### src/shared/rsbc_defs.vh
// Constants for the reset source and brown-out control block
`ifndef RSBC_DEFS_VH
`define RSBC_DEFS_VH
`define RSBC_ADDR_BROWNOUT_CONTROL 12'h000
`define RSBC_ADDR_RESET_CAUSE      12'h004
`define RSBC_BIT_SW_BROWNOUT_EN    7
`define RSBC_BIT_BROWNOUT_READY    0
`define RSBC_RST_SW_BROWNOUT_EN    1'b1
`define RSBC_MODE_OFF              2'b00
`define RSBC_MODE_SOFTWARE         2'b01
`define RSBC_MODE_AWAKE_ONLY       2'b10
`define RSBC_MODE_ALWAYS           2'b11
`define RSBC_CLK_MHZ               250
`define RSBC_PWRUP_DELAY_MS        64
`define RSBC_PWRUP_DELAY_CYC       (`RSBC_PWRUP_DELAY_MS * 1000 * `RSBC_CLK_MHZ)
`define RSBC_CLEAR_RELEASE_CYC     10
`define RSBC_BO_FILTER_CYC         16
`define RSBC_CLR_FILTER_CYC        8
`endif

### src/hdl/rsbc_reset_control.v
// Reset source gathering, brown-out modes and brown-out control register
//
// Contract
// (RULE1) Eight reset sources can reset the core
// (RULE2) Optional power-up delay extends power/brown-out reset
// (RULE3) Hold reset while supply below minimum
// (RULE4) One bit picks threshold; low supply resets
// (RULE5) Only dips longer than filter cause reset
// (RULE6) Mode 11: always on, waits ready
// (RULE7) Mode 10: off in sleep, waits ready
// (RULE8) Mode 10: no protection during sleep
// (RULE9) Mode 01: software bit switches monitor
// (RULE10) Software mode protects only once ready
// (RULE11) Mode 00: monitor off, no waiting
// (RULE12) Always-on: ready already one at start
// (RULE13) Bit 0 reads monitor active status
// (RULE14) Bit 7 always read/write, else inert
// (RULE15) Clear pin enabled by enable or LOW_VOLTAGE_PROGRAMMING_CFG
// (RULE16) Reset held while enabled pin low
// (RULE17) Filter rejects short pulses on clear pin
// (RULE18) Clear pin is never driven
// (RULE19) Disabled pin is GPIO, pull-up by software
// (RULE20) Delay timer enabled by zero, 64 ms
// (RULE21) Run ten cycles after clear pin release
// (RULE22) Sync monitor inputs; synchronous release
//
// The APB interface to the registers and the placing of the registers were left to the implementer.
`timescale 1ns/1ns
`include "rsbc_defs.vh"

module rsbc_reset_control #(
   parameter PWRUP_CYC = `RSBC_PWRUP_DELAY_CYC,
   parameter BO_FILT   = `RSBC_BO_FILTER_CYC,
   parameter CLR_FILT  = `RSBC_CLR_FILTER_CYC
) (
   input  wire        clk,
   input  wire        rst,
   input  wire        clkEn,
   input  wire        psel,
   input  wire        penable,
   input  wire        pwrite,
   input  wire [11:0] paddr,
   input  wire [31:0] pwdata,
   output reg  [31:0] prdata,
   output wire        pready,
   output wire        pslverr,
   input  wire [1:0]  brownoutModeCfg,
   input  wire        brownoutLevelSelect,
   input  wire        powerupDelayDisableCfg,
   input  wire        clearPinEnableCfg,
   input  wire        lowVoltageProgrammingCfg,
   input  wire        powerGoodIn,
   input  wire        supplyBelowLowLvlIn,
   input  wire        supplyBelowHighLvlIn,
   input  wire        monitorReadyIn,
   input  wire        externalClearPinIn,
   input  wire        gpioPullupSw,
   input  wire        sleepMode,
   input  wire        watchdogReset,
   input  wire        resetInstruction,
   input  wire        stackOverflow,
   input  wire        stackUnderflow,
   input  wire        programmingExit,
   output wire        monitorEnable,
   output wire        clearPinOut,
   output wire        clearPinOe,
   output wire        clearPinPullup,
   output wire        clearPinGpio,
   output reg         coreReset
);

   // ************************************************
   // Synchronisers: change counts when stages 2 and 3 agree
   // ************************************************
   reg [2:0] pgSync_r;
   reg [2:0] lowSync_r;
   reg [2:0] highSync_r;
   reg [2:0] rdySync_r;
   reg [2:0] clrSync_r;
   reg       powerGood_r;
   reg       belowLow_r;
   reg       belowHigh_r;
   reg       monReady_r;
   reg       clrPin_r;

   // A disagreement between the last two stages is an unsettled sample; keep the old value
   function syncAccept;
      input [2:0] stages;
      input       current;
      begin
         syncAccept = (stages[2] == stages[1]) ? stages[2] : current;
      end
   endfunction

   always @(posedge clk) begin
      if (rst) begin
         pgSync_r    <= 3'h0;
         lowSync_r   <= 3'h0;
         highSync_r  <= 3'h0;
         rdySync_r   <= 3'h0;
         clrSync_r   <= 3'h7;
         powerGood_r <= 1'b0;
         belowLow_r  <= 1'b0;
         belowHigh_r <= 1'b0;
         monReady_r  <= 1'b0;
         clrPin_r    <= 1'b1;
      end else if (clkEn) begin
         pgSync_r   <= {pgSync_r[1:0], powerGoodIn};        // RULE22
         lowSync_r  <= {lowSync_r[1:0], supplyBelowLowLvlIn};
         highSync_r <= {highSync_r[1:0], supplyBelowHighLvlIn};
         rdySync_r  <= {rdySync_r[1:0], monitorReadyIn};
         clrSync_r  <= {clrSync_r[1:0], externalClearPinIn};
         powerGood_r <= syncAccept(pgSync_r, powerGood_r);
         belowLow_r  <= syncAccept(lowSync_r, belowLow_r);
         belowHigh_r <= syncAccept(highSync_r, belowHigh_r);
         monReady_r  <= syncAccept(rdySync_r, monReady_r);
         clrPin_r    <= syncAccept(clrSync_r, clrPin_r);
      end
   end

   // ************************************************
   // Register and mode decode
   // ************************************************
   reg        swBrownoutEn_r;
   reg  [7:0] resetCause_r;
   wire       brownoutReadyStatus;
   wire       monitorOn;
   wire       waitReady;
   wire       setupPh  = psel & ~penable;
   wire       accessWr = psel & penable & pwrite;
   wire       hitCtl   = (paddr == `RSBC_ADDR_BROWNOUT_CONTROL);
   wire       hitCause = (paddr == `RSBC_ADDR_RESET_CAUSE);
   wire       modeAlways = (brownoutModeCfg == `RSBC_MODE_ALWAYS);
   wire       modeAwake  = (brownoutModeCfg == `RSBC_MODE_AWAKE_ONLY);
   wire       modeSoft   = (brownoutModeCfg == `RSBC_MODE_SOFTWARE);

   assign pready  = 1'b1;
   assign pslverr = psel & penable & ~hitCtl & ~hitCause;

   // Monitor power: software mode uses bit 7, other modes ignore it
   assign monitorOn =
      modeAlways |                                                        // RULE6
      (modeAwake & ~sleepMode) |                                          // RULE7 RULE8
      (modeSoft & swBrownoutEn_r);                                        // RULE9 RULE14 RULE11
   assign monitorEnable = monitorOn;
   assign brownoutReadyStatus = monitorOn & monReady_r;                   // RULE13

   // Only the hardware-forced modes gate start-up on readiness
   assign waitReady = brownoutModeCfg[1];                                 // RULE6 RULE7 RULE11 RULE12

   always @(posedge clk) begin
      if (rst) begin
         swBrownoutEn_r <= `RSBC_RST_SW_BROWNOUT_EN;
      end else if (clkEn && accessWr && hitCtl) begin
         swBrownoutEn_r <= pwdata[`RSBC_BIT_SW_BROWNOUT_EN];              // RULE14
      end
   end

   always @(posedge clk) begin
      if (rst) begin
         prdata <= 32'h00000000;
      end else if (clkEn && setupPh) begin
         prdata <= 32'h00000000;
         if (hitCtl) begin
            prdata[`RSBC_BIT_SW_BROWNOUT_EN] <= swBrownoutEn_r;
            prdata[`RSBC_BIT_BROWNOUT_READY] <= brownoutReadyStatus;       // RULE13
         end else if (hitCause) begin
            prdata[7:0] <= resetCause_r;
         end
      end
   end

   // ************************************************
   // Brown-out filter
   // ************************************************
   reg  [15:0] boCnt_r;
   reg         brownoutReset_r;
   // Protection only when monitor powered and reporting ready
   wire belowSel = brownoutLevelSelect ? belowHigh_r : belowLow_r;        // RULE4
   wire boActive = brownoutReadyStatus & belowSel;                        // RULE10

   always @(posedge clk) begin
      if (rst) begin
         boCnt_r         <= 16'h0000;
         brownoutReset_r <= 1'b0;
      end else if (clkEn) begin
         if (!boActive) begin
            boCnt_r         <= 16'h0000;
            brownoutReset_r <= 1'b0;
         end else if (boCnt_r >= BO_FILT[15:0]) begin
            brownoutReset_r <= 1'b1;                                      // RULE5
         end else begin
            boCnt_r <= boCnt_r + 16'h0001;
         end
      end
   end

   // ************************************************
   // Clear pin path; pin is input only
   // ************************************************
   reg  [7:0] clrCnt_r;
   reg        clrLow_r;
   wire       clearEnabled = clearPinEnableCfg | lowVoltageProgrammingCfg; // RULE15

   assign clearPinOut    = 1'b0;                                          // RULE18
   assign clearPinOe     = 1'b0;                                          // RULE18
   assign clearPinGpio   = ~clearEnabled;                                 // RULE19
   assign clearPinPullup = clearEnabled ? 1'b1 : gpioPullupSw;            // RULE19

   // Low must persist for the filter length before it counts
   always @(posedge clk) begin
      if (rst) begin
         clrCnt_r <= 8'h00;
         clrLow_r <= 1'b0;
      end else if (clkEn) begin
         if (!clearEnabled || clrPin_r) begin
            clrCnt_r <= 8'h00;
            clrLow_r <= 1'b0;
         end else if (clrCnt_r >= CLR_FILT[7:0]) begin
            clrLow_r <= 1'b1;                                             // RULE16 RULE17
         end else begin
            clrCnt_r <= clrCnt_r + 8'h01;
         end
      end
   end

   // ************************************************
   // Wake-up gating
   // ************************************************
   // Mode 10 powers the monitor down in sleep, so after waking the core is
   // held until the monitor is ready again; a plain hold, not a power-up,
   // so the power-up delay is not rerun and supply dips stay filtered.
   reg        wakeWait_r;
   wire       wakeStall = wakeWait_r & ~sleepMode & ~brownoutReadyStatus;

   always @(posedge clk) begin
      if (rst) begin
         wakeWait_r <= 1'b0;
      end else if (clkEn) begin
         if (modeAwake && sleepMode) begin
            wakeWait_r <= 1'b1;                                           // RULE7
         end else if (brownoutReadyStatus || !modeAwake) begin
            wakeWait_r <= 1'b0;
         end
      end
   end

   // ************************************************
   // Release sequencer
   // ************************************************
   localparam ST_POWER = 2'd0;
   localparam ST_DELAY = 2'd1;
   localparam ST_CLEAR = 2'd2;
   localparam ST_RUN   = 2'd3;

   reg [1:0]  state_r;
   reg [31:0] cnt_r;
   wire       supplyFault = ~powerGood_r | brownoutReset_r;               // RULE3 RULE4
   wire       readyOk     = ~waitReady | (brownoutReadyStatus & ~belowSel);
   wire       softSrc     = watchdogReset | resetInstruction | stackOverflow |
                            stackUnderflow;                               // RULE1

   always @(posedge clk) begin
      if (rst) begin
         state_r      <= ST_POWER;
         cnt_r        <= 32'h00000000;
         coreReset    <= 1'b1;
      end else if (clkEn) begin
         if (supplyFault || programmingExit) begin
            // Programming exit behaves like a fresh power-on
            state_r   <= ST_POWER;                                        // RULE1
            coreReset <= 1'b1;
            cnt_r     <= 32'h00000000;
         end else begin
            case (state_r)
               ST_POWER: begin
                  coreReset <= 1'b1;
                  cnt_r     <= 32'h00000000;
                  if (readyOk)
                     state_r <= powerupDelayDisableCfg ? ST_CLEAR : ST_DELAY; // RULE2 RULE20
               end
               ST_DELAY: begin
                  // Runs regardless of the clear pin
                  coreReset <= 1'b1;
                  if (cnt_r >= PWRUP_CYC - 1) begin
                     cnt_r   <= 32'h00000000;
                     state_r <= ST_CLEAR;                                 // RULE20
                  end else begin
                     cnt_r <= cnt_r + 32'h00000001;
                  end
               end
               ST_CLEAR: begin
                  coreReset <= 1'b1;
                  if (clrLow_r) begin
                     cnt_r <= 32'h00000000;                               // RULE16
                  end else if (cnt_r >= `RSBC_CLEAR_RELEASE_CYC - 1) begin
                     state_r   <= ST_RUN;                                 // RULE21
                     coreReset <= 1'b0;
                  end else begin
                     cnt_r <= cnt_r + 32'h00000001;
                  end
               end
               ST_RUN: begin
                  if (clrLow_r || softSrc) begin
                     state_r   <= ST_CLEAR;                               // RULE1 RULE16
                     coreReset <= 1'b1;
                     cnt_r     <= 32'h00000000;
                  end else if (wakeStall) begin
                     coreReset <= 1'b1;                                   // RULE7
                  end else begin
                     coreReset <= 1'b0;
                  end
               end
               default: begin
                  state_r   <= ST_POWER;
                  coreReset <= 1'b1;
               end
            endcase
         end
      end
   end

   // ************************************************
   // Reset cause record
   // ************************************************
   // Each event group rewrites only its own bits, so a cause stays
   // visible to software after the core has restarted.
   wire runEvent = (state_r == ST_RUN) & (clrLow_r | softSrc);

   always @(posedge clk) begin
      if (rst) begin
         resetCause_r <= 8'h00;
      end else if (clkEn) begin
         if (supplyFault || programmingExit) begin
            resetCause_r[0] <= brownoutReset_r;
            resetCause_r[1] <= ~powerGood_r | programmingExit;            // RULE1
         end else if (runEvent) begin
            resetCause_r[2] <= clrLow_r;
            resetCause_r[3] <= watchdogReset;
            resetCause_r[4] <= resetInstruction;
            resetCause_r[5] <= stackOverflow;
            resetCause_r[6] <= stackUnderflow;
         end
      end
   end

endmodule // rsbc_reset_control

### config.mk
export PLATFORM = sky130hd
export DESIGN_NAME = rsbc_reset_control
export DESIGN_NICKNAME = d
export VERILOG_FILES = /design/src/hdl/rsbc_reset_control.v
export VERILOG_INCLUDE_DIRS = /design/src /design/src/shared
export SDC_FILE = /design/constraint.sdc
export NUM_CORES = 1
export LEC_CHECK = 0
export ABC_AREA = 1
export BUFFER_PORTS_ARGS = -buffer_cell sky130_fd_sc_hd__buf_4
export CAP_MARGIN = 5
export CORE_MARGIN = 2
export CORE_UTILIZATION = 55
export CTS_CLUSTER_SIZE = 10
export DETAILED_ROUTE_END_ITERATION = 6
export PLACE_DENSITY = 0.91
export SYNTH_ARGS = -nofsm -noshare
export SYNTH_HDL_FRONTEND = slang
export SYNTH_SLANG_ARGS = --single-unit
### constraint.sdc
create_clock -name clk -period 1.8 [get_ports clk]
set_input_delay 0.54 -clock clk [delete_from_list [all_inputs] [get_ports clk]]
set_output_delay 0.54 -clock clk [all_outputs]
set_load 0.02 [all_outputs]
==> impl_metrics.yaml <==
floorplanning:
  die_w_um: 99.6
  core_mm2: 0.00881
  start_util: 0.570
  dieHeight_um: 99.6
  num_rows: 34
  ios: 108
  die_area_mm2: 0.00991
finish:
  fill_cells: 683
  fin_nets: 888
  antenna_cells: 0
  fin_cells: 921
  syn_to_final_growth_pct: 22.0
  drive_above_1_share: 0.213
sta:
  hold_viol_final: 0
  grt_setup_unrepaired: "yes"
  final.min_clock_period_ns: 1.88
  slew_violations: 0
  max_freq_mhz: 531
  setup_viol: 4
  timing.final.crit_share: 1.05
  skew_ns: 0.0180
  setup_ws_ns: -0.0819
pwr:
  leakage_nw: 2.61
  pwr-share-seq: 0.530
  p_per_area_mw_per_mm2: 690
  p_sw_mw: 1.16
  total_power_mw: 4.23
  swShare: 0.274
  clockPowerShare: 0.354
  ir_drop_uv: 425
  pwr-share-comb: 0.116
  internal_power_mw: 3.07
place:
  io_buffer_count: 49
  place_congestion: 0.930
  dp_cells: 898
  dp_hpwl_mm: 8.03
critical_path:
  required_ns: 1.26
  rr_worst_depth: 13
  end_kind: "primary output"
  cp.arrival_ns: 1.34
  rrSetupSlack_ns: -0.03
  cp_max_fo: 2
  crit_type: "in2out"
  r2r_end: "cnt_r[17]$_SDFFE_PP0P_"
  r2r_start: "cnt_r[0]$_SDFFE_PP0P_"
  worst_setup_path_start_kind: "primary input"
min_path:
  hp-class: "in2reg"
  whs_endpoint: "highSync_r[0]$_SDFFE_PP0P_"
  holdPathStages: 3
  hp-start: "supplyBelowHighLvlIn"
route:
  dr_total_vias: 4828
  viasPerCell: 5.24
  ant_nets: 0
  wl_per_cell_um: 12.9
  drt-pass1-iter-count: 7
  wl_mm: 11.9
  drc: 2
  first_iter_violations: 320
global_route:
  grt_pass1_vias: 4435
  antenna_found_initial: 0
  grt_max_degree: 40
  grt_util_all_layers: 0.232
  grt_pass1_wl_mm: 19.1
  grt_remaining_overflow: 0
cts:
  cts.sinks: 98
  clk_pin_slew_ns: 0.11
  clkLatencyLatePin_ns: 0.38
  cts_buffers: 9
  cts_root_buf: "clkbuf_8"
  cts_tree: "built"
  hold_buffers: 0
  ctsLongestPathBuffers: 2
  htree_levels: 3
logic_synthesis:
  yosys.cell_types.count: 39
  synth_edf_count: 0
  ys_warn_count: 0
  yosys_most_used_dff: "dfxtp_1"
  synthMostInstantiatedCell: "nand2_1"
  ys_ff_latch: 98
  synth_area_per_cell_um2: 6.93
  synth_area_leader_cell: "dfxtp_1"
  synth_area_mm2: 0.00502
  synthCells: 725
  yosysSeqAreaShare: 0.391
  synthTopCellsByCount: "136 x nand2_1, 112 x nor2_1, 98 x dfxtp_1"
  netlist.area_leader.share: 0.391
  async_reset_ff_frac: 0
  synth_area_leaders: "dfxtp_1 39%, nand2_1 10%, nor2_1 8.4%"
run_status:
  violations: "design-rule violations, negative setup slack"
  outcome: "finished, violations left"
flow_run:
  drv_cap: 0
==> worst max-delay path by stage <==
stage	startpoint	endpoint	slack, ns	depth (start not counted)
floorplan	sleepMode	boCnt_r[7]$_SDFFE_PP0P_	0.07	9
global placement	cnt_r[0]$_SDFFE_PP0P_	cnt_r[6]$_SDFFE_PP0P_	-0.06	14
detailed placement	cnt_r[0]$_SDFFE_PP0P_	cnt_r[8]$_SDFFE_PP0P_	-0.12	14
CTS	paddr[4]	pslverr	-0.03	8
global route	cnt_r[0]$_SDFFE_PP0P_	cnt_r[12]$_SDFFE_PP0P_	-0.16	14
finish	paddr[1]	pslverr	-0.08	6
==> critical path, stage by stage <==
cell and delay (ns):
buf_4 0.12, nor3_1 0.28, nand3_2 0.12, inv_2 0.08
nor3_2 0.04, buf_4 0.16
==> through the flow <==
step                      cell area [um2]  setup WS (ns)   util  hold WS, ns  setup TNS, ns
after floorplan                      5120         0.0720      -        0.418              0
after global placement               5630        -0.0607  0.640        0.426         -0.471
after detailed placement             5630         -0.119  0.640        0.430          -1.25
after CTS                            5920        -0.0338  0.672        0.379        -0.0338
after global routing                 6130         -0.157  0.696        0.399          -2.19
final                                6130        -0.0819  0.696        0.379         -0.120
==> cell type report <==
type	instances	area, um2	share of cell area
inverter	79	308	0.0502
clock buffer	9	124	0.0202
timing repair buffer	96	795	0.130
multi-input combinational	524	2710	0.442
sequential	98	1970	0.322
tap	108	135	0.0220
clock inverter	7	83.8	0.0137
==> layer usage <==
metal,GRT usage,vias to the layer above,share of wire
li1,-,2441,-
met1,0.279,2183,0.42
met2,0.412,176,0.49
met3,0.0464,28,0.062
met4,0.0769,0,0.021
met5,0,-,0
==> flip-flops by register name, summed over array words and instances (netlist names), 2 cells and up <==
name	cells
prdata	8
resetCause_r	7
clrCnt_r	8
highSync_r	3
pgSync_r	3
lowSync_r	3
state_r	2
clrSync_r	3
boCnt_r	16
rdySync_r	3
cnt_r	32
==> power by group through the flow <==
stage / Clock (mW) / Combinational, mW / Sequential (mW)
6_report: 1.50 / 0.491 / 2.24
5_1_grt: 1.60 / 0.539 / 2.25
4_1_cts: 1.51 / 0.453 / 2.24
3_5_place_dp: 0 / 0.438 / 2.29
3_3_place_gp: 0 / 0.430 / 2.29
2_1_floorplan: 0 / 0.311 / 2.29
==> cells in the final DEF, fill, tap and decap left out, drive strengths merged, types with 3 or more instances in the layout <==
master / netlist / routed
nor2: 119 / 119
xor2: 5 / 5
a21oi: 37 / 37
nand3: 53 / 53
clkinv: 3 / 4
buf: 38 / 96
nand2: 149 / 150
nand4: 14 / 14
inv: 76 / 80
nor3b: 3 / 3
nor3: 20 / 20
o211ai: 3 / 3
o21ai: 56 / 56
o21bai: 9 / 9
ha: 12 / 12
conb: 2 / 27
dfxtp: 98 / 98
clkbuf: 12 / 9
==> cell families after synthesis <==
kind of cell | after synthesis | share of synthesized area
xor gates and xnor gates | 7 | 0.0122
DFF | 98 | 0.391
adders and majority gates | 12 | 0.0299
AOI/OAI and AO/OA | 112 | 0.120
other | 2 | 0.00149
and+or+nand+nor | 365 | 0.322
buffers and inverters | 129 | 0.124
==> repair_timing <==
action,4_1_cts,5_1_grt
setup endpoints to repair,20,36
gates resized for setup,18,47
endpoints found under the hold margin,0,0
pin swaps,12,16
gates cloned,0,1
setup buffers,3,3
Power figures use the tool's default switching activity.
